<file path="src/hdl/fws_params.svh">
// Purpose: constants of the flash status poller (offsets, fields, timing)
// Assumes: pclk at 250 MHz
// Notes:   counts are derived from the times by round-up
`ifndef FWS_PARAMS_SVH
`define FWS_PARAMS_SVH

// register offsets (byte addresses)
`define FWS_REG_CTRL      12'h000
`define FWS_REG_ADDR      12'h004
`define FWS_REG_STATUS    12'h008

// control fields
`define FWS_CTRL_START    0
`define FWS_CTRL_PACE_CE  1
`define FWS_CTRL_STOP     2
`define FWS_CTRL_WINDOW   3

// status fields
`define FWS_ST_BUSY       0
`define FWS_ST_DONE_OK    1
`define FWS_ST_FAIL       2
`define FWS_ST_WINDOW     3
`define FWS_ST_SECT_TOG   4
`define FWS_ST_READY      5
`define FWS_ST_WIN_VALID  6
`define FWS_ST_DATA_LSB   8

// status bit positions in the flash data byte
`define FWS_DQ_POLL       7
`define FWS_DQ_TOGGLE     6
`define FWS_DQ_LIMIT      5
`define FWS_DQ_WINDOW     3
`define FWS_DQ_SECT       2

// reset command byte
`define FWS_CMD_RESET     8'hF0

// timing
`define FWS_CLK_NS        4
`define FWS_ACC_NS        120
`define FWS_WP_NS         50
`define FWS_REC_NS        30
`define FWS_ACC_CYC       ((`FWS_ACC_NS + `FWS_CLK_NS - 1) / `FWS_CLK_NS)
`define FWS_WP_CYC        ((`FWS_WP_NS + `FWS_CLK_NS - 1) / `FWS_CLK_NS)
`define FWS_REC_CYC       ((`FWS_REC_NS + `FWS_CLK_NS - 1) / `FWS_CLK_NS)
`define FWS_SYNC_CYC      3

`endif

</file>
<file path="src/hdl/fws_pkg.sv">
// Purpose: types of the flash status poller
// Assumes: nothing
// Notes:   pin group and cycle request travel as packed structs
package fws_pkg;
   typedef enum logic {FWS_RD, FWS_WR} fws_kind_t;

   typedef struct packed {
      fws_kind_t   kind;
      logic [20:0] addr;
      logic [7:0]  wdata;
   } fws_cyc_req_t;

   typedef struct packed {
      logic        ce_n;
      logic        oe_n;
      logic        we_n;
      logic        dq_oe;
      logic [7:0]  dq_out;
      logic [20:0] addr;
   } fws_pins_t;

   typedef enum {CY_IDLE, CY_RD, CY_CAP, CY_WR, CY_WH, CY_REC} fws_cyc_st_t;

   typedef enum {ST_IDLE, ST_RD1, ST_RDN, ST_RDCHK, ST_FINAL, ST_RST, ST_WIN} fws_poll_st_t;
endpackage : fws_pkg

</file>
<file path="src/hdl/fws_poll_ctrl.sv">
// Purpose: host-side status poller for a parallel flash, run from APB registers
// Assumes: APB slave with no wait cycles; flash pins driven by fws_bus_cycle
// Notes:   automatic reset command after a timing-limit failure
//
// Operation
// - read cycles may be paced by output strobe or chip select.
// - host reads status at the program address or an erasing sector.
// - host reads twice, compares bit 6; unchanged means done.
// - toggling with bit 5 high: recheck; still toggling means failure.
// - host restarts the check from the top after leaving the loop.
// - after a bit 5 failure host issues the reset command.
// - host may skip bit 3 if erases follow within 50 us.
// - host confirms acceptance, then checks bit 3 around extra erases.
// - reset command is one write of F0 to any address.
//
// Added by the designer: the register offsets and register access over APB.
`timescale 1ns/1ns
`default_nettype none
`include "fws_params.svh"
module fws_poll_ctrl
   import fws_pkg::*;
(
   // clock and reset
   input  wire logic        pclk,
   input  wire logic        presetn,
   // apb slave
   input  wire logic        psel,
   input  wire logic        penable,
   input  wire logic        pwrite,
   input  wire logic [11:0] paddr,
   input  wire logic [31:0] pwdata,
   output logic [31:0]      prdata,
   output logic             pready,
   output logic             pslverr,
   // flash pins
   output fws_pins_t        flash_pins,
   input  wire logic [7:0]  flash_dq_in,
   input  wire logic        ready_busy_out_n
);
   fws_poll_st_t st_ff, nxt_st;
   logic         pend_ff, nxt_pend;
   logic [7:0]   prev_ff, nxt_prev;
   logic [7:0]   data_ff, nxt_data;
   logic         ok_ff, nxt_ok;
   logic         fail_ff, nxt_fail;
   logic         win_ff, nxt_win;
   logic         winv_ff, nxt_winv;
   logic         sect_ff, nxt_sect;
   logic         stop_ff, nxt_stop;
   logic         pace_ff, nxt_pace;
   logic [20:0]  addr_ff, nxt_addr;
   logic [2:0]   rd_cnt_ff, nxt_rd_cnt;
   logic         pready_ff, pslverr_ff;
   logic [31:0]  prdata_ff;
   logic         rb1_ff, rb2_ff, rb3_ff, rb_ff;
   logic         wr_acc, cyc_idle, cyc_done, hold, tog;
   logic [7:0]   cyc_rdata;
   fws_cyc_req_t cyc_req;

   // the cycle engine that drives the flash pins
   fws_bus_cycle fws_bus_cycle_inst (
      .pclk      (pclk),
      .presetn   (presetn),
      .req_valid (pend_ff),
      .req       (cyc_req),
      .pace_ce   (pace_ff),
      .hold      (hold),
      .idle      (cyc_idle),
      .done      (cyc_done),
      .rdata     (cyc_rdata),
      .pins      (flash_pins),
      .dq_in     (flash_dq_in)
   );

   // every poll read and the reset write use the programmed address
   assign cyc_req.kind  = (st_ff == ST_RST) ? FWS_WR : FWS_RD;
   assign cyc_req.addr  = addr_ff;
   assign cyc_req.wdata = `FWS_CMD_RESET;
   assign hold   = (st_ff == ST_RD1) || (st_ff == ST_RDN) ||
                   (st_ff == ST_RDCHK) || (st_ff == ST_FINAL);
   assign wr_acc = psel && penable && pready_ff && pwrite;
   assign tog    = cyc_rdata[`FWS_DQ_TOGGLE] ^ prev_ff[`FWS_DQ_TOGGLE];
   assign prdata  = prdata_ff;
   assign pready  = pready_ff;
   assign pslverr = pslverr_ff;

   // ready/busy pin synchroniser; a level counts once the last two agree
   always_ff @(posedge pclk or negedge presetn) begin
      if (!presetn) begin
         rb1_ff <= 1'b1;
         rb2_ff <= 1'b1;
         rb3_ff <= 1'b1;
         rb_ff  <= 1'b1;
      end else begin
         rb1_ff <= ready_busy_out_n;
         rb2_ff <= rb1_ff;
         rb3_ff <= rb2_ff;
         if (rb2_ff == rb3_ff) begin
            rb_ff <= rb3_ff;
         end
      end
   end

   // apb slave: answer in the first access cycle, registered read data
   always_ff @(posedge pclk or negedge presetn) begin
      if (!presetn) begin
         pready_ff  <= 1'b0;
         pslverr_ff <= 1'b0;
         prdata_ff  <= 32'h00000000;
      end else begin
         pready_ff  <= psel && !penable;
         pslverr_ff <= psel && !penable && paddr != `FWS_REG_CTRL &&
                       paddr != `FWS_REG_ADDR && paddr != `FWS_REG_STATUS;
         prdata_ff  <= 32'h00000000;
         if (psel && !penable && !pwrite) begin
            unique case (paddr)
               `FWS_REG_CTRL:   prdata_ff <= {30'h0, pace_ff, 1'b0};
               `FWS_REG_ADDR:   prdata_ff <= {11'h000, addr_ff};
               `FWS_REG_STATUS: prdata_ff <= {16'h0000, data_ff, 1'b0, winv_ff,
                                              rb_ff, sect_ff, win_ff, fail_ff,
                                              ok_ff, (st_ff != ST_IDLE)};
               default:         prdata_ff <= 32'h00000000;
            endcase
         end
      end
   end

   // poll sequencer and register writes, next values
   always_comb begin
      nxt_st     = st_ff;
      nxt_pend   = pend_ff && !cyc_idle;
      nxt_prev   = prev_ff;
      nxt_data   = data_ff;
      nxt_ok     = ok_ff;
      nxt_fail   = fail_ff;
      nxt_win    = win_ff;
      nxt_winv   = winv_ff;
      nxt_sect   = sect_ff;
      nxt_stop   = stop_ff;
      nxt_pace   = pace_ff;
      nxt_addr   = addr_ff;
      nxt_rd_cnt = rd_cnt_ff;
      if (wr_acc && paddr == `FWS_REG_ADDR && st_ff == ST_IDLE) begin
         nxt_addr = pwdata[20:0];
      end
      if (wr_acc && paddr == `FWS_REG_CTRL) begin
         if (st_ff == ST_IDLE) begin
            nxt_pace = pwdata[`FWS_CTRL_PACE_CE];
         end
         if (pwdata[`FWS_CTRL_STOP] && st_ff != ST_IDLE) begin
            nxt_stop = 1'b1;
         end
      end
      if (cyc_done && st_ff != ST_RST && st_ff != ST_IDLE) begin
         nxt_prev   = cyc_rdata;
         nxt_rd_cnt = (rd_cnt_ff == 3'h7) ? rd_cnt_ff : rd_cnt_ff + 3'h1;
      end
      unique case (st_ff)
         ST_IDLE: begin
            nxt_stop = 1'b0;
            if (wr_acc && paddr == `FWS_REG_CTRL && pwdata[`FWS_CTRL_START]) begin
               // always from the top of the check
               nxt_st     = ST_RD1;
               nxt_pend   = 1'b1;
               nxt_rd_cnt = 3'h0;
               nxt_ok     = 1'b0;
               nxt_fail   = 1'b0;
            end else if (wr_acc && paddr == `FWS_REG_CTRL &&
                         pwdata[`FWS_CTRL_WINDOW]) begin
               nxt_st   = ST_WIN;
               nxt_pend = 1'b1;
               nxt_winv = 1'b0;
            end
         end
         ST_RD1: begin
            if (cyc_done) begin
               nxt_st   = ST_RDN;
               nxt_pend = 1'b1;
            end
         end
         ST_RDN: begin
            if (cyc_done) begin
               nxt_pend = 1'b1;
               nxt_sect = cyc_rdata[`FWS_DQ_SECT] ^ prev_ff[`FWS_DQ_SECT];
               if (!tog) begin
                  nxt_st = ST_FINAL;
               end else if (cyc_rdata[`FWS_DQ_LIMIT]) begin
                  nxt_st = ST_RDCHK;
               end else if (stop_ff) begin
                  nxt_st   = ST_IDLE;
                  nxt_pend = 1'b0;
               end
            end
         end
         ST_RDCHK: begin
            if (cyc_done) begin
               nxt_pend = 1'b1;
               nxt_st   = tog ? ST_RST : ST_FINAL;
            end
         end
         ST_FINAL: begin
            if (cyc_done) begin
               nxt_data = cyc_rdata;
               nxt_ok   = 1'b1;
               nxt_st   = ST_IDLE;
            end
         end
         ST_RST: begin
            if (cyc_done) begin
               nxt_fail = 1'b1;
               nxt_st   = ST_IDLE;
            end
         end
         ST_WIN: begin
            if (cyc_done) begin
               nxt_win  = cyc_rdata[`FWS_DQ_WINDOW];
               nxt_winv = 1'b1;
               nxt_data = cyc_rdata;
               nxt_st   = ST_IDLE;
            end
         end
      endcase
   end

   // poll sequencer and register writes, registers
   always_ff @(posedge pclk or negedge presetn) begin
      if (!presetn) begin
         st_ff     <= ST_IDLE;
         pend_ff   <= 1'b0;
         prev_ff   <= 8'h00;
         data_ff   <= 8'h00;
         ok_ff     <= 1'b0;
         fail_ff   <= 1'b0;
         win_ff    <= 1'b0;
         winv_ff   <= 1'b0;
         sect_ff   <= 1'b0;
         stop_ff   <= 1'b0;
         pace_ff   <= 1'b0;
         addr_ff   <= 21'h000000;
         rd_cnt_ff <= 3'h0;
      end else begin
         st_ff     <= nxt_st;
         pend_ff   <= nxt_pend;
         prev_ff   <= nxt_prev;
         data_ff   <= nxt_data;
         ok_ff     <= nxt_ok;
         fail_ff   <= nxt_fail;
         win_ff    <= nxt_win;
         winv_ff   <= nxt_winv;
         sect_ff   <= nxt_sect;
         stop_ff   <= nxt_stop;
         pace_ff   <= nxt_pace;
         addr_ff   <= nxt_addr;
         rd_cnt_ff <= nxt_rd_cnt;
      end
   end
endmodule : fws_poll_ctrl
`default_nettype wire

</file>
<file path="src/hdl/fws_bus_cycle.sv">
// Purpose: one read or write cycle on the flash pins
// Assumes: requests only while idle is high
// Notes:   read data passes three flip-flops and is taken when the last two agree
`timescale 1ns/1ns
`default_nettype none
`include "fws_params.svh"
module fws_bus_cycle
   import fws_pkg::*;
(
   // clock and reset
   input  wire logic         pclk,
   input  wire logic         presetn,
   // request side
   input  wire logic         req_valid,
   input  wire fws_cyc_req_t req,
   input  wire logic         pace_ce,
   input  wire logic         hold,
   output logic              idle,
   output logic              done,
   output logic [7:0]        rdata,
   // flash pins
   output fws_pins_t         pins,
   input  wire logic [7:0]   dq_in
);
   fws_cyc_st_t st_ff, nxt_st;
   logic [5:0]  cnt_ff, nxt_cnt;
   fws_pins_t   pins_ff, nxt_pins;
   logic        done_ff, nxt_done;
   logic [7:0]  rdata_ff, nxt_rdata;
   logic [7:0]  sync1_ff, sync2_ff, sync3_ff;

   assign idle  = (st_ff == CY_IDLE);
   assign done  = done_ff;
   assign rdata = rdata_ff;
   assign pins  = pins_ff;

   // data pin synchroniser
   always_ff @(posedge pclk or negedge presetn) begin
      if (!presetn) begin
         sync1_ff <= 8'h00;
         sync2_ff <= 8'h00;
         sync3_ff <= 8'h00;
      end else begin
         sync1_ff <= dq_in;
         sync2_ff <= sync1_ff;
         sync3_ff <= sync2_ff;
      end
   end

   // cycle sequencer next state
   always_comb begin
      nxt_st    = st_ff;
      nxt_cnt   = cnt_ff + 6'h01;
      nxt_pins  = pins_ff;
      nxt_done  = 1'b0;
      nxt_rdata = rdata_ff;
      unique case (st_ff)
         CY_IDLE: begin
            nxt_cnt        = 6'h00;
            nxt_pins.we_n  = 1'b1;
            nxt_pins.dq_oe = 1'b0;
            // the strobe that does not pace stays low through a poll session
            nxt_pins.ce_n  = pace_ce ? 1'b1 : !hold;
            nxt_pins.oe_n  = pace_ce ? !hold : 1'b1;
            if (req_valid) begin
               nxt_pins.addr   = req.addr;
               nxt_pins.dq_out = req.wdata;
               nxt_pins.ce_n   = 1'b0;
               if (req.kind == FWS_WR) begin
                  nxt_st         = CY_WR;
                  nxt_pins.oe_n  = 1'b1;
                  nxt_pins.we_n  = 1'b0;
                  nxt_pins.dq_oe = 1'b1;
               end else begin
                  nxt_st        = CY_RD;
                  nxt_pins.oe_n = 1'b0;
               end
            end
         end
         CY_RD: begin
            if (cnt_ff == 6'(`FWS_ACC_CYC + `FWS_SYNC_CYC - 1)) begin
               nxt_st = CY_CAP;
            end
         end
         CY_CAP: begin
            // wait for a settled byte, then end the read with the pacing strobe
            if (sync2_ff == sync3_ff) begin
               nxt_rdata = sync3_ff;
               nxt_done  = 1'b1;
               nxt_cnt   = 6'h00;
               nxt_st    = CY_REC;
               if (pace_ce) begin
                  nxt_pins.ce_n = 1'b1;
               end else begin
                  nxt_pins.oe_n = 1'b1;
               end
            end
         end
         CY_WR: begin
            if (cnt_ff == 6'(`FWS_WP_CYC - 1)) begin
               nxt_pins.we_n = 1'b1;     // data latched on this rising edge
               nxt_st        = CY_WH;
            end
         end
         CY_WH: begin
            nxt_pins.ce_n  = 1'b1;
            nxt_pins.dq_oe = 1'b0;
            nxt_done       = 1'b1;
            nxt_cnt        = 6'h00;
            nxt_st         = CY_REC;
         end
         CY_REC: begin
            if (cnt_ff == 6'(`FWS_REC_CYC - 1)) begin
               nxt_st = CY_IDLE;
            end
         end
      endcase
   end

   // cycle sequencer registers
   always_ff @(posedge pclk or negedge presetn) begin
      if (!presetn) begin
         st_ff    <= CY_IDLE;
         cnt_ff   <= 6'h00;
         pins_ff  <= '{ce_n: 1'b1, oe_n: 1'b1, we_n: 1'b1, dq_oe: 1'b0,
                       dq_out: 8'h00, addr: 21'h000000};
         done_ff  <= 1'b0;
         rdata_ff <= 8'h00;
      end else begin
         st_ff    <= nxt_st;
         cnt_ff   <= nxt_cnt;
         pins_ff  <= nxt_pins;
         done_ff  <= nxt_done;
         rdata_ff <= nxt_rdata;
      end
   end
endmodule : fws_bus_cycle
`default_nettype wire

</file>
<file path="config.mk">
export PLATFORM = sky130hd
export DESIGN_NAME = fws_poll_ctrl
export DESIGN_NICKNAME = d
export VERILOG_FILES = /design/src/hdl/fws_pkg.sv /design/src/hdl/fws_poll_ctrl.sv /design/src/hdl/fws_bus_cycle.sv
export VERILOG_INCLUDE_DIRS = /design/src /design/src/hdl
export SDC_FILE = /design/constraint.sdc
export NUM_CORES = 1
export LEC_CHECK = 0
export ABC_AREA = 1
export CAP_MARGIN = 0
export CORE_ASPECT_RATIO = 1.5
export CORE_MARGIN = 2
export CORE_UTILIZATION = 61
export DETAILED_ROUTE_END_ITERATION = 8
export DONT_BUFFER_PORTS = 1
export GPL_ROUTABILITY_DRIVEN = 0
export MAX_ROUTING_LAYER = met4
export PLACE_DENSITY = 0.73
export REMOVE_ABC_BUFFERS = 1
export SETUP_SLACK_MARGIN = 0.1
export SLEW_MARGIN = 20
export SYNTH_ARGS = -nofsm -noshare
export SYNTH_HDL_FRONTEND = slang
export SYNTH_SLANG_ARGS = --single-unit
</file>
<file path="constraint.sdc">
create_clock -name pclk -period 3.9 [get_ports pclk]
set_input_delay 1.17 -clock pclk [delete_from_list [all_inputs] [get_ports pclk]]
set_output_delay 1.17 -clock pclk [all_outputs]
set_load 0.01 [all_outputs]
</file>
==> summary.txt, run 1 <==
Layout area overhead - 10.08%
Compound-Gate Fraction of Synth Area - 0.09091
area leader, netlist - dfrtp_1
first-pass iteration count of the detailed router - 5
Port-buffer cells - 0
final wirelength - 10.66 mm
Max Freq - 444.6 MHz
Setup Viol. Count Final - 0
Simple-Gate Fraction of Synth Area - 0.1840
mapped cell area - 0.005822 mm²
unrepaired setup endpoints after global routing - no
num ports - 125
crit path capture type - flip-flop
CTS clk-pin slew, worst paths - 0.05 ns
Sw Pwr - 1.033 mW
share of the synthesized area in the top cell type - 0.5588
grt ovf - 0
core area - 0.009254 mm²
largest net degree at the start of global routing - 138
first-pass GRT wire length - 17.56 mm
peak supply drop - 0.3660 mV
die width - 83.77 µm
Initial Utilization - 0.6291
CTS root buf - clkbuf_16
period utilisation layout - 0.5767
final-report hold violation count - 0
Switching Share - 0.2709
Post-Route Setup TNS - 0 ns
remaining antenna violation count - 0
adder-cell share of the synthesized area - 0.006018
Vias - 3,997
pwr dens - 594.8 mW/mm²
mux contribution to synthesized area - 0.001934
dpl cells - 732
htree depth - 4
clock network fraction of total power - 0.441
combinational power share - 0.140
CTS sink cnt - 137
Max Cap Violations - 0
Syn. warnings - 0
share of cells above drive strength 1 - 0.1244
drt via density - 5.239
part of the power in registers - 0.419
Post-CTS Setup Inserts - 0
worst skew pair latency - 0.42 ns
Final Max Tran Viols - 0
CTS Buf Count - 17
Crit Path Max Fanout - 42
#FFs+latches synth - 137
Die Span Y - 123.7 µm
largest family of logic cells by synthesized area - simple AND/OR/NAND/NOR gates
Tightest Pin Transition - 0.7480 ns
drt wl/cell - 13.97 µm
P_leak - 3.171 nW
post-CTS sizing - 0
DRT iter0 DRCs - 325
detailed placer's ending HPWL - 7.095 mm
Die Area - 0.01036 mm²
Yosys cell types - 34
Synth area leaders - dfrtp_1, nand2_1, inv_1, o21ai_0, o21ai_1
CP startpoint kind - primary input
XOR/XNOR Fraction of Synth Area - 0.01805
Post-layout nets - 699
final non-filler cell total - 763
fin crit period - 2.249 ns
Critical Path RT - 4.18 ns
CTS tree - built
Cells after Synth - 638
initial antenna violation count - 0
relative slew slack - 0.4995
Max Root-Sink Buffers - 2
status - finished, final reports clean
row cnt - 43
vias in the first global route - 3,937
Clock Skew - 0.005407 ns
sequential element share of the synthesized area - 0.5904
# DRC - 0
Mean Syn Cell Area - 9.125 µm²
ant diodes - 0
total global-route track usage - 0.2250
internal power - 2.779 mW
kind of critical path - primary input to flip-flop
WP data arrival - 2.53 ns
Hold Crit Class - flip-flop to flip-flop
Hold Buf Count CTS - 0
## worst max-delay path, cell delays in order
cell	delay [ns]
nor2_1	0.08
nand2_1	0.09
nor2_4	0.17
nand2_2	0.28
inv_2	0.18
nand3_2	0.08
buf_4	0.27
nand2_1	0.12
o21ai_1	0.08
## layout make-up
| cell class | count | area (µm²) |
|---|---|---|
| sequential | 137 | 3437 |
| fill | 723 | 2845 |
| multi-input combinational | 378 | 1808 |
| clock buffer | 20 | 456.7 |
| inverter | 104 | 390.4 |
| clock inverter | 11 | 168.9 |
| tap | 112 | 140.1 |
| timing repair buffer | 1 | 7.507 |
## cell families after synthesis
| group | Yosys count |
|---|---|
| compound gates | 102 |
| xor+xnor | 12 |
| fa+ha+maj | 3 |
| buf+inv | 137 |
| flops | 137 |
| mux | 1 |
| other cells | 1 |
| simple gates | 245 |
## routing by layer
metal	wire, µm	vias up	track usage
li1	-	1954	-
met1	4088	1894	0.2266
met2	5736	122	0.3930
met3	513	27	0.07157
met4	321	0	0.1159
met5	0	-	-
## metrics by stage
stage	setup slack [ns]	hold slack, ns	util	area (µm²)	power, mW
after floorplan	1.304	0.3312	-	5635	2.025
after global placement	1.300	0.3344	0.6249	5783	2.117
after detailed placement	1.216	0.3358	0.6249	5783	2.146
after CTS	1.643	0.3486	0.6925	6409	3.833
after global routing	1.508	0.3514	0.6925	6409	3.987
final	1.651	0.3446	0.6925	6409	3.812
## power groups by stage
stage	registers (mW)	logic, mW	clock network [mW]
floorplan	1.60	0.423	0
finish	1.60	0.534	1.68
global route	1.61	0.611	1.77
CTS	1.60	0.534	1.70
detailed placement	1.62	0.525	0
global placement	1.62	0.501	0
## synthesized netlist by cell type, drive strengths merged
| library cell | instances |
|---|---|
| dfstp | 7 |
| clkbuf | 3 |
| nand3 | 20 |
| nor3 | 14 |
| ha | 2 |
| nand2 | 170 |
| o211ai | 2 |
| xnor2 | 9 |
| dfrtp | 130 |
| o22ai | 4 |
| nor2 | 36 |
| o21ai | 88 |
| o21a | 1 |
| xor2 | 3 |
| a21oi | 6 |
| inv | 104 |
| o21bai | 1 |
| maj3 | 1 |
| nand4 | 5 |
| conb | 1 |
| buf | 30 |
| mux2 | 1 |
## state kept, by name (all words and copies together) (netlist names), 2 cells and up
register / count
fws_bus_cycle_inst.pins: 26
addr_ff: 21
prdata: 21
data_ff: 8
fws_bus_cycle_inst.rdata: 8
fws_bus_cycle_inst.sync1_ff: 8
fws_bus_cycle_inst.sync2_ff: 8
fws_bus_cycle_inst.sync3_ff: 8
fws_bus_cycle_inst.cnt_ff: 6
fws_bus_cycle_inst.st_ff: 3
st_ff: 3
prev_ff: 2
## final timing paths
kind,from,end,slack (ns),depth (start not counted)
max reg2reg,fws_bus_cycle_inst.st_ff[2],fws_bus_cycle_inst.pins[1],2.04,5
max,paddr[11],addr_ff[11],1.65,9
min,fws_bus_cycle_inst.sync1_ff[5],fws_bus_cycle_inst.sync2_ff[5],0.34,0
max in group asynchronous,presetn,fws_bus_cycle_inst.pins[30],3.21,0
min reg2reg,fws_bus_cycle_inst.sync1_ff[5],fws_bus_cycle_inst.sync2_ff[5],0.34,0
min in group asynchronous,presetn,prdata[8],0.45,0
## cells in the final DEF, fill, tap and decap left out, drive strengths merged
cell        n
xor2        3
nor2       36
nand2     170
nor3       14
dfstp       7
conb       15
o211ai      2
o22ai       4
o21ai      88
xnor2       9
inv       105
nand3      20
o21a        1
maj3        1
clkinvlp    1
o21bai      1
mux2        1
bufinv      4
clkbuf     20
clkinv      5
a21oi       6
ha          2
dfrtp     130
nand4       5
buf         1
(Power assumes the default switching activity.)
==> inputs of run 2 (changes only) <==
ABC_AREA = 0   (was 1)
CORE_UTILIZATION = 57   (was 61)
PLACE_DENSITY = 0.71   (was 0.73)
clock period = 1.86 ns   (was 3.9 ns; I/O delays follow)
==> run 2 against run 1 <==
Compared with the run above:
- the flow now finishes with violations (negative hold slack)
- power up 91%
- sequential share of layout area down 0.37 points
- sequential cell count unchanged
- utilization down 2.3 points
==> summary.txt, run 2 <==
adder-cell share of the synthesized area - 0.006265
period utilisation layout - 0.9552
CP startpoint kind - flip-flop
Yosys cell types - 55
number of flip-flops in the largest register - 26
first-pass iteration count of the detailed router - 5
Mean Syn Cell Area - 12.45 µm²
Hold Crit Class - primary input to async pin
ant diodes - 0
Compound-Gate Fraction of Synth Area - 0.07429
drt via density - 5.779
combinational power share - 0.078
clock network fraction of total power - 0.471
final non-filler cell total - 597
dpl cells - 562
XOR/XNOR Fraction of Synth Area - 0.02193
mapped cell area - 0.005592 mm²
detailed placer's ending HPWL - 6.940 mm
Synth area leaders - dfrtp_1, mux2_2, dfstp_2, buf_4, nor2_1
mux contribution to synthesized area - 0.1143
Simple-Gate Fraction of Synth Area - 0.1193
Final Max Tran Viols - 0
Die Span Y - 125.3 µm
Max Freq - 562.8 MHz
Sw Pwr - 1.739 mW
worst skew pair latency - 0.41 ns
die width - 84.87 µm
area leader, netlist - dfrtp_1
CP Launch Point - fws_bus_cycle_inst.sync3_ff[1]
Layout area overhead - 15.42%
final wirelength - 10.62 mm
drt wl/cell - 17.78 µm
status - finished, violations left
remaining antenna violation count - 0
count leader, synth - dfrtp_1
largest net degree at the start of global routing - 138
Post-layout nets - 529
synth cell count leaders - dfrtp_1, mux2_2, nor2_1
CTS sink cnt - 137
Final Core Density - 0.6699
share of cells above drive strength 1 - 0.2801
CP Cell Sequence - xnor2_1, nand4_1, nor3_2, buf_4, and4_4, buf_12, mux2_2
worst reg2reg path depth - 7
#FFs+latches synth - 137
Post-Route Setup TNS - 0 ns
area of the multi-input gates - 0.002007 mm²
final-report hold violation count - 130
share of the synthesized area in the top cell type - 0.5818
unrepaired setup endpoints after global routing - yes
row cnt - 44
cell family with most CP delay - simple AND/OR/NAND/NOR gates
Switching Share - 0.2389
Setup Viol. Count Final - 0
sequential element share of the synthesized area - 0.6147
CTS clk-pin slew, worst paths - 0.06 ns
CTS tree - built
Tot Pwr - 7.280 mW
post-synthesis async set-or-reset flop share - 1.000
Clock Skew - 0.01042 ns
total global-route track usage - 0.2178
CTS Buf Count - 17
Post-synth EDFFs - 0
largest family of logic cells by synthesized area - simple AND/OR/NAND/NOR gates
htree depth - 4
peak supply drop - 1.157 mV
Max Root-Sink Buffers - 2
commonest non-fill, non-tap cell in the layout - dfrtp_1
pwr dens - 1128 mW/mm²
flop-to-flop setup slack - 0.08 ns
failing checks - negative hold slack
Critical Path RT - 2.15 ns
initial antenna violation count - 0
CTS root buf - clkbuf_16
Reg-to-Reg Start - fws_bus_cycle_inst.sync3_ff[1]
Cells after Synth - 449
first-pass GRT wire length - 17.76 mm
slowest cell on the critical path - dfrtp_1
hold_ws - -0.1624 ns
vias in the first global route - 3,561
Fillers - 680
critical path buffer and inverter count - 2
internal power - 5.541 mW
core area - 0.009634 mm²
CP Depth - 7
kind of critical path - flip-flop to flip-flop
Die Area - 0.01063 mm²
Reg-to-Reg End - fws_bus_cycle_inst.rdata[2]
grt ovf - 0
ys flop type - dfrtp_1
Max Cap Violations - 0
Crit Path Max Fanout - 8
commonest non-fill, non-tap cells in the layout - dfrtp_1, mux2_2, nor2_1
crit path capture type - flip-flop
DRT iter0 DRCs - 253
FF/Latch Area - 0.003437 mm²
WP data arrival - 2.07 ns
Initial Utilization - 0.5804
# DRC - 0
Syn. warnings - 0
critical path endpoint - fws_bus_cycle_inst.rdata[2]
part of the power in registers - 0.451
num ports - 125
placed instance area - 0.005748 mm²
P_leak - 3.045 nW
CP peak stage delay - 0.39 ns
Vias - 3,450
Port-buffer cells - 0
post-route cell area - 0.006454 mm²
fin crit period - 1.777 ns
[run 2: worst min path at each step]
stage	startpoint	to	cells after the start
floorplan	presetn	addr_ff[0]	0
global placement	presetn	fws_bus_cycle_inst.pins[25]	0
detailed placement	presetn	fws_bus_cycle_inst.pins[25]	0
CTS	presetn	fws_bus_cycle_inst.pins[25]	0
global route	presetn	prdata[5]	0
finish	presetn	fws_bus_cycle_inst.pins[25]	0
[run 2: stage by stage]
step | worst slack [ns] | hold WS [ns]
6_report | 0.08324 | -0.1624
5_1_grt | -0.009393 | -0.1836
4_1_cts | 0.07490 | -0.1778
3_5_place_dp | -0.2896 | 0.2660
3_3_place_gp | -0.1656 | 0.2652
2_1_floorplan | -0.6901 | 0.2624
[run 2: kinds of logic after synthesis]
family	count (synthesis)
flops	137
simple gates	127
fa+ha+maj	3
other cells	1
compound gates	61
xor+xnor	14
buf+inv	49
mux	57
[run 2: layer usage]
| metal | vias to the layer above | part of all wire | track usage |
|---|---|---|---|
| met4 | 0 | 0.0084 | 0.07096 |
| met5 | - | 0 | - |
| met1 | 1768 | 0.38 | 0.2421 |
| met3 | 8 | 0.041 | 0.05875 |
| li1 | 1579 | - | - |
| met2 | 95 | 0.57 | 0.3775 |
[run 2: area by class of cell]
class | instances | area share
inverters | 11 | 0.006398
clock buffers | 19 | 0.06863
flip-flops and latches | 137 | 0.5326
multi-input cells | 277 | 0.3110
clock inverters | 13 | 0.02617
well taps | 115 | 0.02230
repair buffers | 25 | 0.03296
[run 2: worst register-to-register path: cells and delay by family, from the launching register on]
kind / cells / cell delay [ns]
buf+inv: 2 / 0.27
mux: 1 / 0.34
xor+xnor: 1 / 0.18
simple gates: 3 / 0.49
flops: 1 / 0.39
[run 2: power by group through the flow]
stage	clock, mW	combinational (mW)	sequential (mW)
4_1_cts	3.50	0.554	3.28
5_1_grt	3.62	0.636	3.30
2_1_floorplan	0	0.353	3.34
6_report	3.43	0.567	3.28
3_3_place_gp	0	0.521	3.31
3_5_place_dp	0	0.542	3.32
[run 2: repair_timing]
item                                   CTS  global route
setup endpoints to repair               10            52
buffers inserted                         1             2
endpoints found under the hold margin  137           136
pin swaps                                1             2
gates resized for setup                  5             8
